===== src/logic/lieb_map.svh =====
/*
  Register offsets, field positions, reset values and timing figures of the
  link interrupt event bank. Assumes inclusion by bare name from logic/.
*/
`ifndef LIEB_MAP_SVH
`define LIEB_MAP_SVH

// ****************************************************************
// Register offsets
// ****************************************************************
`define LIEB_OFF_EV_SET 8'h80
`define LIEB_OFF_EV_CLR 8'h84
`define LIEB_OFF_MASK 8'h88
`define LIEB_OFF_CTRL 8'h8c
`define LIEB_OFF_PHY 8'h90

// ****************************************************************
// Event bit positions
// ****************************************************************
`define LIEB_BIT_SOFT 29
`define LIEB_BIT_LATE_ACK 27
`define LIEB_BIT_PHY_BYTE 26
`define LIEB_BIT_OVERLONG 25
`define LIEB_BIT_FATAL 24
`define LIEB_BIT_MISMATCH 23
`define LIEB_EV_IMPL 32'h2f80_0000
`define LIEB_EV_RESET 32'h0000_0000
`define LIEB_MASK_RESET 32'h0000_0000

// ****************************************************************
// Control and data fields
// ****************************************************************
`define LIEB_CTRL_LATE_EN 0
`define LIEB_CTRL_ROLE 1
`define LIEB_CTRL_RESET 2'h0
`define LIEB_PHY_MSB 23
`define LIEB_PHY_LSB 16
`define LIEB_SEC_MSB 31
`define LIEB_SEC_LSB 25
`define LIEB_TICK_MSB 24
`define LIEB_TICK_LSB 12

// ****************************************************************
// Timing
// ****************************************************************
`define LIEB_CLK_PERIOD_NS 100
`define LIEB_OVERLONG_NS 125000

`endif


===== src/logic/lieb_pkg.sv =====
/*
  Types shared by the link interrupt event bank modules.
  Assumes nothing of its surroundings.
*/
package lieb_pkg;

  typedef logic [31:0] lieb_word_t;
  typedef logic [7:0] lieb_addr_t;

  typedef enum logic [2:0] {
    SEL_NONE,
    SEL_SET,
    SEL_CLR,
    SEL_MASK,
    SEL_CTRL,
    SEL_PHY
  } lieb_sel_t;

  typedef enum logic {
    TMR_IDLE,
    TMR_RUN
  } lieb_tmr_state_t;

endpackage


===== src/logic/lieb_src_if.sv =====
/*
  Event source carrier between the bank and its edge detector and
  overlong-cycle timer. Assumes all ends run on mclk_i.
*/
`timescale 1ns/1ps

interface lieb_src_if #(parameter int W = 4);
  logic [W-1:0] lvl;
  logic [W-1:0] rise;
  logic cs_start;
  logic gap_end;
  logic role;
  logic overlong;

  modport det (input lvl, output rise);
  modport tmr (input cs_start, input gap_end, input role, output overlong);
  modport bank (output lvl, output cs_start, output gap_end, output role,
    input rise, input overlong);
endinterface


===== src/logic/lieb_event_bank.sv =====
/*
  Interrupt event register bank of a serial bus link controller: sticky
  event bits 29 and 27..23 with set, clear, mask and one interrupt output.
  Assumes a register master on mclk_i with one-cycle strobes, and event
  sources produced by link logic on the same clock.
*/
// Behaviour
// (RL1) Event bit sets on rising edge of its source or a set-address one.
// (RL2) Event bit clears only by writing one at the clear address.
// (RL3) Reading set or clear address returns events ANDed with mask.
// (RL4) Bits 31 and 30 read zero; writes change nothing.
// (RL5) Bit 28 is reserved: reads zero, ignores writes.
// (RL6) Bit 29 is software-only, changed through set and clear writes.
// (RL7) Bit 27 sets only with late-ack enable, on fifo, busy or tardy.
// (RL8) Bit 26 sets on PHY byte arrival; byte readable in bits 23..16.
// (RL9) With cycle-origin role, bit 25 sets when a cycle exceeds 125 us.
// (RL10) Overlong cycle event clears the cycle-origin role bit.
// (RL11) Bit 24 sets when an error halts any subunit.
// (RL12) While bit 24 is set, halted contexts' normal interrupts are blocked.
// (RL13) Bit 23 sets when received cycle start disagrees with cycle timer.
// (RL14) Interrupt output is high while masked events are nonzero.
`timescale 1ns/1ps
`include "lieb_map.svh"

module lieb_event_bank #(
  parameter int N_CTX = 4
) (
  // Clock and reset
  input wire logic mclk_i,
  input wire logic sys_rst_i,
  // Register port
  input wire lieb_pkg::lieb_addr_t reg_addr_i,
  input wire lieb_pkg::lieb_word_t reg_wdata_i,
  input wire logic reg_wr_i,
  input wire logic reg_rd_i,
  output lieb_pkg::lieb_word_t reg_rdata_o,
  // Late acknowledge sources
  input wire logic rx_fifo_pending_i,
  input wire logic phys_resp_busy_i,
  input wire logic late_ack_sent_i,
  // PHY register byte
  input wire logic phy_reg_byte_arrived_i,
  input wire logic [7:0] phy_reg_byte_i,
  // Cycle timing
  input wire logic cs_tx_start_i,
  input wire logic subaction_gap_end_i,
  input wire logic cs_rx_valid_i,
  input wire lieb_pkg::lieb_word_t cs_rx_stamp_i,
  input wire lieb_pkg::lieb_word_t cycle_timer_i,
  // Subunit halts
  input wire logic [N_CTX-1:0] subunit_halt_i,
  // Outputs
  output logic [N_CTX-1:0] ctx_irq_block_o,
  output logic cycle_origin_role_o,
  output logic irq_o
);
  import lieb_pkg::*;

  localparam int SRC_W = 4;
  localparam int SRC_LATE = 0;
  localparam int SRC_PHY = 1;
  localparam int SRC_FATAL = 2;
  localparam int SRC_MISMATCH = 3;
  localparam lieb_word_t IMPL = `LIEB_EV_IMPL;

  // ****************************************************************
  // Address decode
  // ****************************************************************
  function automatic lieb_sel_t decode(input lieb_addr_t addr);
    lieb_sel_t sel;
    sel = SEL_NONE;
    if (addr == `LIEB_OFF_EV_SET) begin
      sel = SEL_SET;
    end else if (addr == `LIEB_OFF_EV_CLR) begin
      sel = SEL_CLR;
    end else if (addr == `LIEB_OFF_MASK) begin
      sel = SEL_MASK;
    end else if (addr == `LIEB_OFF_CTRL) begin
      sel = SEL_CTRL;
    end else if (addr == `LIEB_OFF_PHY) begin
      sel = SEL_PHY;
    end
    return sel;
  endfunction

  lieb_sel_t sel;
  logic wr_set, wr_clr, wr_mask, wr_ctrl;

  assign sel = decode(reg_addr_i);
  assign wr_set = reg_wr_i && (sel == SEL_SET);
  assign wr_clr = reg_wr_i && (sel == SEL_CLR);
  assign wr_mask = reg_wr_i && (sel == SEL_MASK);
  assign wr_ctrl = reg_wr_i && (sel == SEL_CTRL);

  // ****************************************************************
  // State
  // ****************************************************************
  lieb_word_t ev_reg, ev_next;
  lieb_word_t mask_reg;
  lieb_word_t mask_next;
  lieb_word_t ev_masked;
  lieb_word_t sw_set, sw_clr, hw_set;
  logic late_en_reg;
  logic role_reg;
  logic [7:0] phy_byte_reg;
  logic [N_CTX-1:0] block_next;
  logic late_cond, stamp_differs;

  lieb_src_if #(.W(SRC_W)) sif ();

  // ****************************************************************
  // Event sources
  // ****************************************************************
  assign late_cond = rx_fifo_pending_i || phys_resp_busy_i || late_ack_sent_i;
  assign stamp_differs =
    (cs_rx_stamp_i[`LIEB_SEC_MSB:`LIEB_SEC_LSB] !=
     cycle_timer_i[`LIEB_SEC_MSB:`LIEB_SEC_LSB]) ||
    (cs_rx_stamp_i[`LIEB_TICK_MSB:`LIEB_TICK_LSB] !=
     cycle_timer_i[`LIEB_TICK_MSB:`LIEB_TICK_LSB]);

  assign sif.lvl[SRC_LATE] = late_en_reg && late_cond; // RL7
  assign sif.lvl[SRC_PHY] = phy_reg_byte_arrived_i; // RL8
  assign sif.lvl[SRC_FATAL] = |subunit_halt_i; // RL11
  assign sif.lvl[SRC_MISMATCH] = cs_rx_valid_i && stamp_differs; // RL13
  assign sif.cs_start = cs_tx_start_i;
  assign sif.gap_end = subaction_gap_end_i;
  assign sif.role = role_reg; // RL9

  lieb_edge_detect #(.W(SRC_W)) u_edge (
    .mclk_i(mclk_i),
    .sys_rst_i(sys_rst_i),
    .sif(sif.det)
  );

  lieb_overlong_timer #(.CNT_W(12)) u_timer (
    .mclk_i(mclk_i),
    .sys_rst_i(sys_rst_i),
    .sif(sif.tmr)
  );

  // ****************************************************************
  // Event bits
  // ****************************************************************
  always_comb begin
    hw_set = '0;
    hw_set[`LIEB_BIT_LATE_ACK] = sif.rise[SRC_LATE]; // RL7
    hw_set[`LIEB_BIT_PHY_BYTE] = sif.rise[SRC_PHY]; // RL8
    hw_set[`LIEB_BIT_OVERLONG] = sif.overlong; // RL9
    hw_set[`LIEB_BIT_FATAL] = sif.rise[SRC_FATAL]; // RL11
    hw_set[`LIEB_BIT_MISMATCH] = sif.rise[SRC_MISMATCH]; // RL13
  end

  // Reserved positions are masked off, so writes there change nothing
  assign sw_set = wr_set ? (reg_wdata_i & IMPL) : '0; // RL1 RL4 RL5 RL6
  assign sw_clr = wr_clr ? (reg_wdata_i & IMPL) : '0; // RL2 RL6

  // A set in the same cycle as a clear wins
  assign ev_next = ((ev_reg & ~sw_clr) | sw_set | hw_set) & IMPL; // RL1 RL2

  always_ff @(posedge mclk_i) begin
    if (sys_rst_i) begin
      ev_reg <= `LIEB_EV_RESET;
    end else begin
      ev_reg <= ev_next;
    end
  end

  // Reserved positions of the mask cannot be written either
  assign mask_next = wr_mask ? (reg_wdata_i & IMPL) : mask_reg;

  always_ff @(posedge mclk_i) begin
    if (sys_rst_i) begin
      mask_reg <= `LIEB_MASK_RESET;
    end else begin
      mask_reg <= mask_next;
    end
  end

  assign ev_masked = ev_reg & mask_reg;

  // ****************************************************************
  // Control bits
  // ****************************************************************
  always_ff @(posedge mclk_i) begin
    if (sys_rst_i) begin
      late_en_reg <= 1'(`LIEB_CTRL_RESET >> `LIEB_CTRL_LATE_EN);
    end else if (wr_ctrl) begin
      late_en_reg <= reg_wdata_i[`LIEB_CTRL_LATE_EN];
    end
  end

  // The overlong event takes priority over a software write of the role
  always_ff @(posedge mclk_i) begin
    if (sys_rst_i) begin
      role_reg <= 1'b0;
    end else if (sif.overlong) begin
      role_reg <= 1'b0; // RL10
    end else if (wr_ctrl) begin
      role_reg <= reg_wdata_i[`LIEB_CTRL_ROLE];
    end
  end

  always_ff @(posedge mclk_i) begin
    if (sys_rst_i) begin
      cycle_origin_role_o <= 1'b0;
    end else if (sif.overlong) begin
      cycle_origin_role_o <= 1'b0; // RL10
    end else if (wr_ctrl) begin
      cycle_origin_role_o <= reg_wdata_i[`LIEB_CTRL_ROLE];
    end
  end

  always_ff @(posedge mclk_i) begin
    if (sys_rst_i) begin
      phy_byte_reg <= 8'h00;
    end else if (phy_reg_byte_arrived_i) begin
      phy_byte_reg <= phy_reg_byte_i; // RL8
    end
  end

  // ****************************************************************
  // Halted context blocking
  // ****************************************************************
  assign block_next = ev_next[`LIEB_BIT_FATAL] ?
    (ctx_irq_block_o | subunit_halt_i) : '0;

  always_ff @(posedge mclk_i) begin
    if (sys_rst_i) begin
      ctx_irq_block_o <= '0;
    end else begin
      ctx_irq_block_o <= block_next; // RL12
    end
  end

  // ****************************************************************
  // Read port and interrupt
  // ****************************************************************
  always_ff @(posedge mclk_i) begin
    if (sys_rst_i) begin
      reg_rdata_o <= '0;
    end else if (!reg_rd_i) begin
      reg_rdata_o <= '0;
    end else if (sel == SEL_SET || sel == SEL_CLR) begin
      reg_rdata_o <= ev_masked; // RL3 RL4 RL5
    end else if (sel == SEL_MASK) begin
      reg_rdata_o <= mask_reg;
    end else if (sel == SEL_CTRL) begin
      reg_rdata_o <= {30'h0000_0000, role_reg, late_en_reg};
    end else if (sel == SEL_PHY) begin
      reg_rdata_o <= {8'h00, phy_byte_reg, 16'h0000}; // RL8
    end else begin
      reg_rdata_o <= '0;
    end
  end

  always_ff @(posedge mclk_i) begin
    if (sys_rst_i) begin
      irq_o <= 1'b0;
    end else begin
      // The next mask keeps irq_o in step with the masked read after a mask write
      irq_o <= |(ev_next & mask_next); // RL14
    end
  end
endmodule


===== src/logic/lieb_edge_detect.sv =====
/*
  Rising edge detector for a vector of event sources.
  Assumes sources come from logic on mclk_i.
*/
`timescale 1ns/1ps

module lieb_edge_detect #(
  parameter int W = 4
) (
  // Clock and reset
  input wire logic mclk_i,
  input wire logic sys_rst_i,
  // Sources and edges
  lieb_src_if.det sif
);
  import lieb_pkg::*;

  logic [W-1:0] prev_reg;

  always_ff @(posedge mclk_i) begin
    if (sys_rst_i) begin
      prev_reg <= '0;
    end else begin
      prev_reg <= sif.lvl;
    end
  end

  assign sif.rise = sif.lvl & ~prev_reg;
endmodule


===== src/logic/lieb_overlong_timer.sv =====
/*
  Overlong cycle timer: flags a cycle whose start packet and following
  subaction gap span more than the cycle limit. Assumes one-cycle start
  and gap-end pulses on mclk_i.
*/
`timescale 1ns/1ps
`include "lieb_map.svh"

module lieb_overlong_timer #(
  parameter int CNT_W = 12
) (
  // Clock and reset
  input wire logic mclk_i,
  input wire logic sys_rst_i,
  // Timer signals
  lieb_src_if.tmr sif
);
  import lieb_pkg::*;

  localparam int LIMIT_CYC = `LIEB_OVERLONG_NS / `LIEB_CLK_PERIOD_NS;
  localparam logic [CNT_W-1:0] LIMIT = CNT_W'(LIMIT_CYC);

  lieb_tmr_state_t state_reg;
  logic [CNT_W-1:0] cnt_reg;
  logic overlong_reg;
  logic [CNT_W:0] since_start;

  // Cycle start to gap end measurement
  always_ff @(posedge mclk_i) begin
    if (sys_rst_i) begin
      state_reg <= TMR_IDLE;
      cnt_reg <= '0;
      overlong_reg <= 1'b0;
    end else begin
      overlong_reg <= 1'b0;
      case (state_reg)
        TMR_IDLE: begin
          if (sif.cs_start && sif.role) begin
            state_reg <= TMR_RUN;
            cnt_reg <= '0;
          end
        end
        TMR_RUN: begin
          if (!sif.role || sif.gap_end) begin
            state_reg <= TMR_IDLE;
          end else if (cnt_reg == LIMIT) begin
            overlong_reg <= 1'b1; // RL9
            state_reg <= TMR_IDLE;
          end else begin
            cnt_reg <= cnt_reg + 1'b1;
          end
        end
        default: state_reg <= TMR_IDLE;
      endcase
    end
  end

  assign sif.overlong = overlong_reg;

  // Cycles since the last accepted start, for checking only
  always_ff @(posedge mclk_i) begin
    if (sys_rst_i) begin
      since_start <= '0;
    end else if (state_reg == TMR_IDLE && sif.cs_start && sif.role) begin
      since_start <= '0;
    end else if (since_start != '1) begin
      since_start <= since_start + 1'b1;
    end
  end
endmodule


===== config.mk =====
export PLATFORM = sky130hd
export DESIGN_NAME = lieb_event_bank
export DESIGN_NICKNAME = d
export VERILOG_FILES = /design/src/logic/lieb_pkg.sv /design/src/logic/lieb_src_if.sv /design/src/logic/lieb_event_bank.sv /design/src/logic/lieb_edge_detect.sv /design/src/logic/lieb_overlong_timer.sv
export VERILOG_INCLUDE_DIRS = /design/src /design/src/logic
export SDC_FILE = /design/constraint.sdc
export NUM_CORES = 1
export LEC_CHECK = 0
export BUFFER_PORTS_ARGS = -buffer_cell sky130_fd_sc_hd__buf_2
export CORE_ASPECT_RATIO = 1.2
export CORE_MARGIN = 2
export CORE_UTILIZATION = 46
export CTS_BUF_LIST = sky130_fd_sc_hd__clkbuf_8
export DETAILED_ROUTE_END_ITERATION = 16
export GPL_TIMING_DRIVEN = 1
export PLACE_DENSITY = 0.88
export SYNTH_ARGS = -nofsm -noshare
export SYNTH_HDL_FRONTEND = slang
export SYNTH_HIERARCHICAL = 1
export SYNTH_SLANG_ARGS = --single-unit

===== constraint.sdc =====
create_clock -name mclk_i -period 2.25 [get_ports mclk_i]
set_input_delay 0.225 -clock mclk_i [delete_from_list [all_inputs] [get_ports mclk_i]]
set_output_delay 0.225 -clock mclk_i [all_outputs]
set_load 0.02 [all_outputs]

==> flow_summary.ini <==
[floorplan]
die_h_um = 92.40
num_rows = 32
start_util = 0.4705
coreArea_um2 = 6366
io_pins = 165
dieArea_um2 = 7176
fp.dieW_um = 77.67

[yosys]
postSynth.asyncResetShare = 0
synth_area_per_cell_um2 = 9.419
yosysTopAreaCell = dfxtp_1
synth_top_area_frac = 0.4010
yosys_warnings = 6
synth_edf_count = 0
synth_most_common_cell = dfxtp_1
synth_seq_area_share = 0.4010
yosys_register_bits = 60
synth_commonest_cells = 60 x dfxtp_1, 33 x nor2_1, 20 x buf_4, 15 x mux2i_1, 13 x o21ai_0
netlist_top_cells_area = dfxtp_1 40%, buf_4 5.0%, mux2i_1 5.0%, nor2_1 4.1%, xor2_1 3.5%
netlist_instances = 318
synth_area_um2 = 2995
synth_cell_types = 60
ys.flop_type = dfxtp_1

[power_and_ir_drop]
intPower_w = 0.001932
p_seq_frac = 0.434
power_leakage_nw = 1.632
pwr_density_cell_nw_per_um2 = 678.8
clkPwrFrac = 0.471
p_sw_w = 0.0005893
power_frac_comb = 0.095
p_total_w = 0.002522
p_sw_frac = 0.2337
vdd_drop_max_mv = 0.3552

[cts]
clock_path_buffers = 2
clkTransAtPathRegs_ns = 0.07
cts_tree = yes
postCtsSetupRepairBufs = 0
htreeDepth = 3
numCtsBuffers = 9
cts_hold_buf = 0
clock-root-buffer = clkbuf_8
clkSinkCount = 60
ctsResizeCount = 0
clk_latency_ns = 0.33

[layout]
layout-drive-gt1-share = 0.3246
stdcell_count = 507
n_antenna_cell = 0
largest_reg_flops = 15
nets = 546
syn2layout_area_growth_pct = 24.02
post-route-util = 0.5835

[sta]
relSlewSlack = 0.6085
hold_viol = 0
finalSetupTns_ns = 0
tightest_slew_ns = 0.5818
setup_viol = 0
min_period_ns = 1.807
clock_skew_ns = 0.01045
hold_slack_ns = 0.1054
rsz0062_at_grt = false
max_freq_mhz = 553.5
fin_crit_sh = 0.8030
slew_violations = 0

[route]
routedWlPerCell_um = 13.79
vias = 2704
routed_wl_mm = 6.993
avgViaCountPerCell = 5.333
drcViolationCount = 0
final_antenna_net_count = 0
drt_iter0_drc = 220
drt_first_pass_iters = 4

[global_route]
grt_overflow = 0
grt.total_usage = 0.1958
grt_pass1_vias = 2572
grt_max_degree = 26
grt_first_pass_wirelength_mm = 11.24
antenna_found_initial = 0

[worst_setup_path]
cp_max_fo = 6
worstPathRequired_ns = 2.48
critPathLaunchType = flip-flop
critical_path_class = reg2reg
cpPeakStageDelay_ns = 0.58
path_delay_family = simple AND/OR/NAND/NOR gates
crit_arrival_ns = 2.04
cp_slowest_cell = or4_1
path_buf_inv = 0
crit_path_cell_trace = nand4_2 > or4_1 > or3_1 > o32ai_1
end_kind = flip-flop

[placed_design]
port_buffers = 99
globalplace.congestion = 0.8644
placed_cells = 491
dpl.hpwl_mm = 5.023

[worst_hold_path]
hp-class = in2reg

[outcome]
status = completed

[flow_run]
cap_violations = 0
per-stage QoR:
step | setup slack, ns | area, um^2
6_report | 0.4433 | 3715
5_1_grt | 0.3659 | 3715
4_1_cts | 0.4596 | 3715
3_5_place_dp | 0.1851 | 3468
3_3_place_gp | 0.2009 | 3468
2_1_floorplan | 0.4778 | 3055
power by group through the flow:
stage | Clock, W | Sequential [W] | Combinational (W)
2_1_floorplan | 0 | 0.00112 | 0.000143
3_3_place_gp | 0 | 0.00112 | 0.000230
3_5_place_dp | 0 | 0.00112 | 0.000237
4_1_cts | 0.00121 | 0.00109 | 0.000240
5_1_grt | 0.00127 | 0.00110 | 0.000260
6_report | 0.00119 | 0.00109 | 0.000239
cell usage in the layout, fill, tap and decap left out, drive strengths merged, types with 3 or more instances in the layout:
| cell | synthesis | routed |
|---|---|---|
| a21oi | 8 | 8 |
| a221o | 4 | 4 |
| a311oi | 3 | 3 |
| a31oi | 3 | 3 |
| and2 | 9 | 9 |
| buf | 23 | 102 |
| bufinv | 0 | 3 |
| clkbuf | 6 | 9 |
| conb | 1 | 17 |
| dfxtp | 60 | 60 |
| inv | 5 | 6 |
| mux2 | 3 | 3 |
| mux2i | 15 | 15 |
| nand2 | 12 | 12 |
| nand3 | 10 | 10 |
| nand3b | 5 | 5 |
| nand4 | 12 | 12 |
| nand4b | 3 | 3 |
| nor2 | 33 | 33 |
| nor2b | 16 | 16 |
| nor3 | 6 | 6 |
| nor3b | 3 | 3 |
| nor4 | 5 | 5 |
| nor4b | 4 | 4 |
| o21a | 4 | 4 |
| o21ai | 13 | 13 |
| xnor2 | 8 | 8 |
| xor2 | 12 | 12 |
cells by family after synthesis:
family / synth area share
AO/OA/AOI/OAI: 0.1262
XOR/XNOR: 0.05848
adder cells (fa/ha/maj): 0.008353
buffers and inverters: 0.07686
flip-flops: 0.4010
multiplexers: 0.06140
other: 0.001252
AND/OR/NAND/NOR: 0.2665
layout make-up:
type	instances	area, um^2
clock buffers	9	123.9
clock inverters	7	122.6
fillers	539	2651
inverters	5	18.77
multi-input cells	239	1624
flip-flops and latches	60	1201
well taps	85	106.4
repair buffers	102	518.0
routing by layer:
| layer | vias up | routed length [um] | share of wire | global-route usage |
|---|---|---|---|---|
| met2 | 122 | 3695 | 0.53 | 0.3664 |
| met5 | - | 0 | 0 | 0 |
| met3 | 10 | 547 | 0.078 | 0.06140 |
| li1 | 1316 | - | - | - |
| met1 | 1256 | 2643 | 0.38 | 0.1956 |
| met4 | 0 | 106 | 0.015 | 0.08631 |
final timing paths:
kind,depth (start not counted),from,slack (ns),endpoint
setup / recovery,4,u_timer/cnt_reg[3]$_SDFFE_PP0P_,0.44,u_timer/cnt_reg[11]$_SDFFE_PP0P_
hold / removal,2,subunit_halt_i[0],0.11,ctx_irq_block_o[0]$_SDFF_PP0_
setup reg to reg,4,u_timer/cnt_reg[3]$_SDFFE_PP0P_,0.44,u_timer/cnt_reg[11]$_SDFFE_PP0P_
hold reg to reg,2,mask_reg[27]$_SDFF_PP0_,0.45,reg_rdata_o[27]$_SDFF_PP0_
No activity file was read; power rests on OpenSTA's default activity.
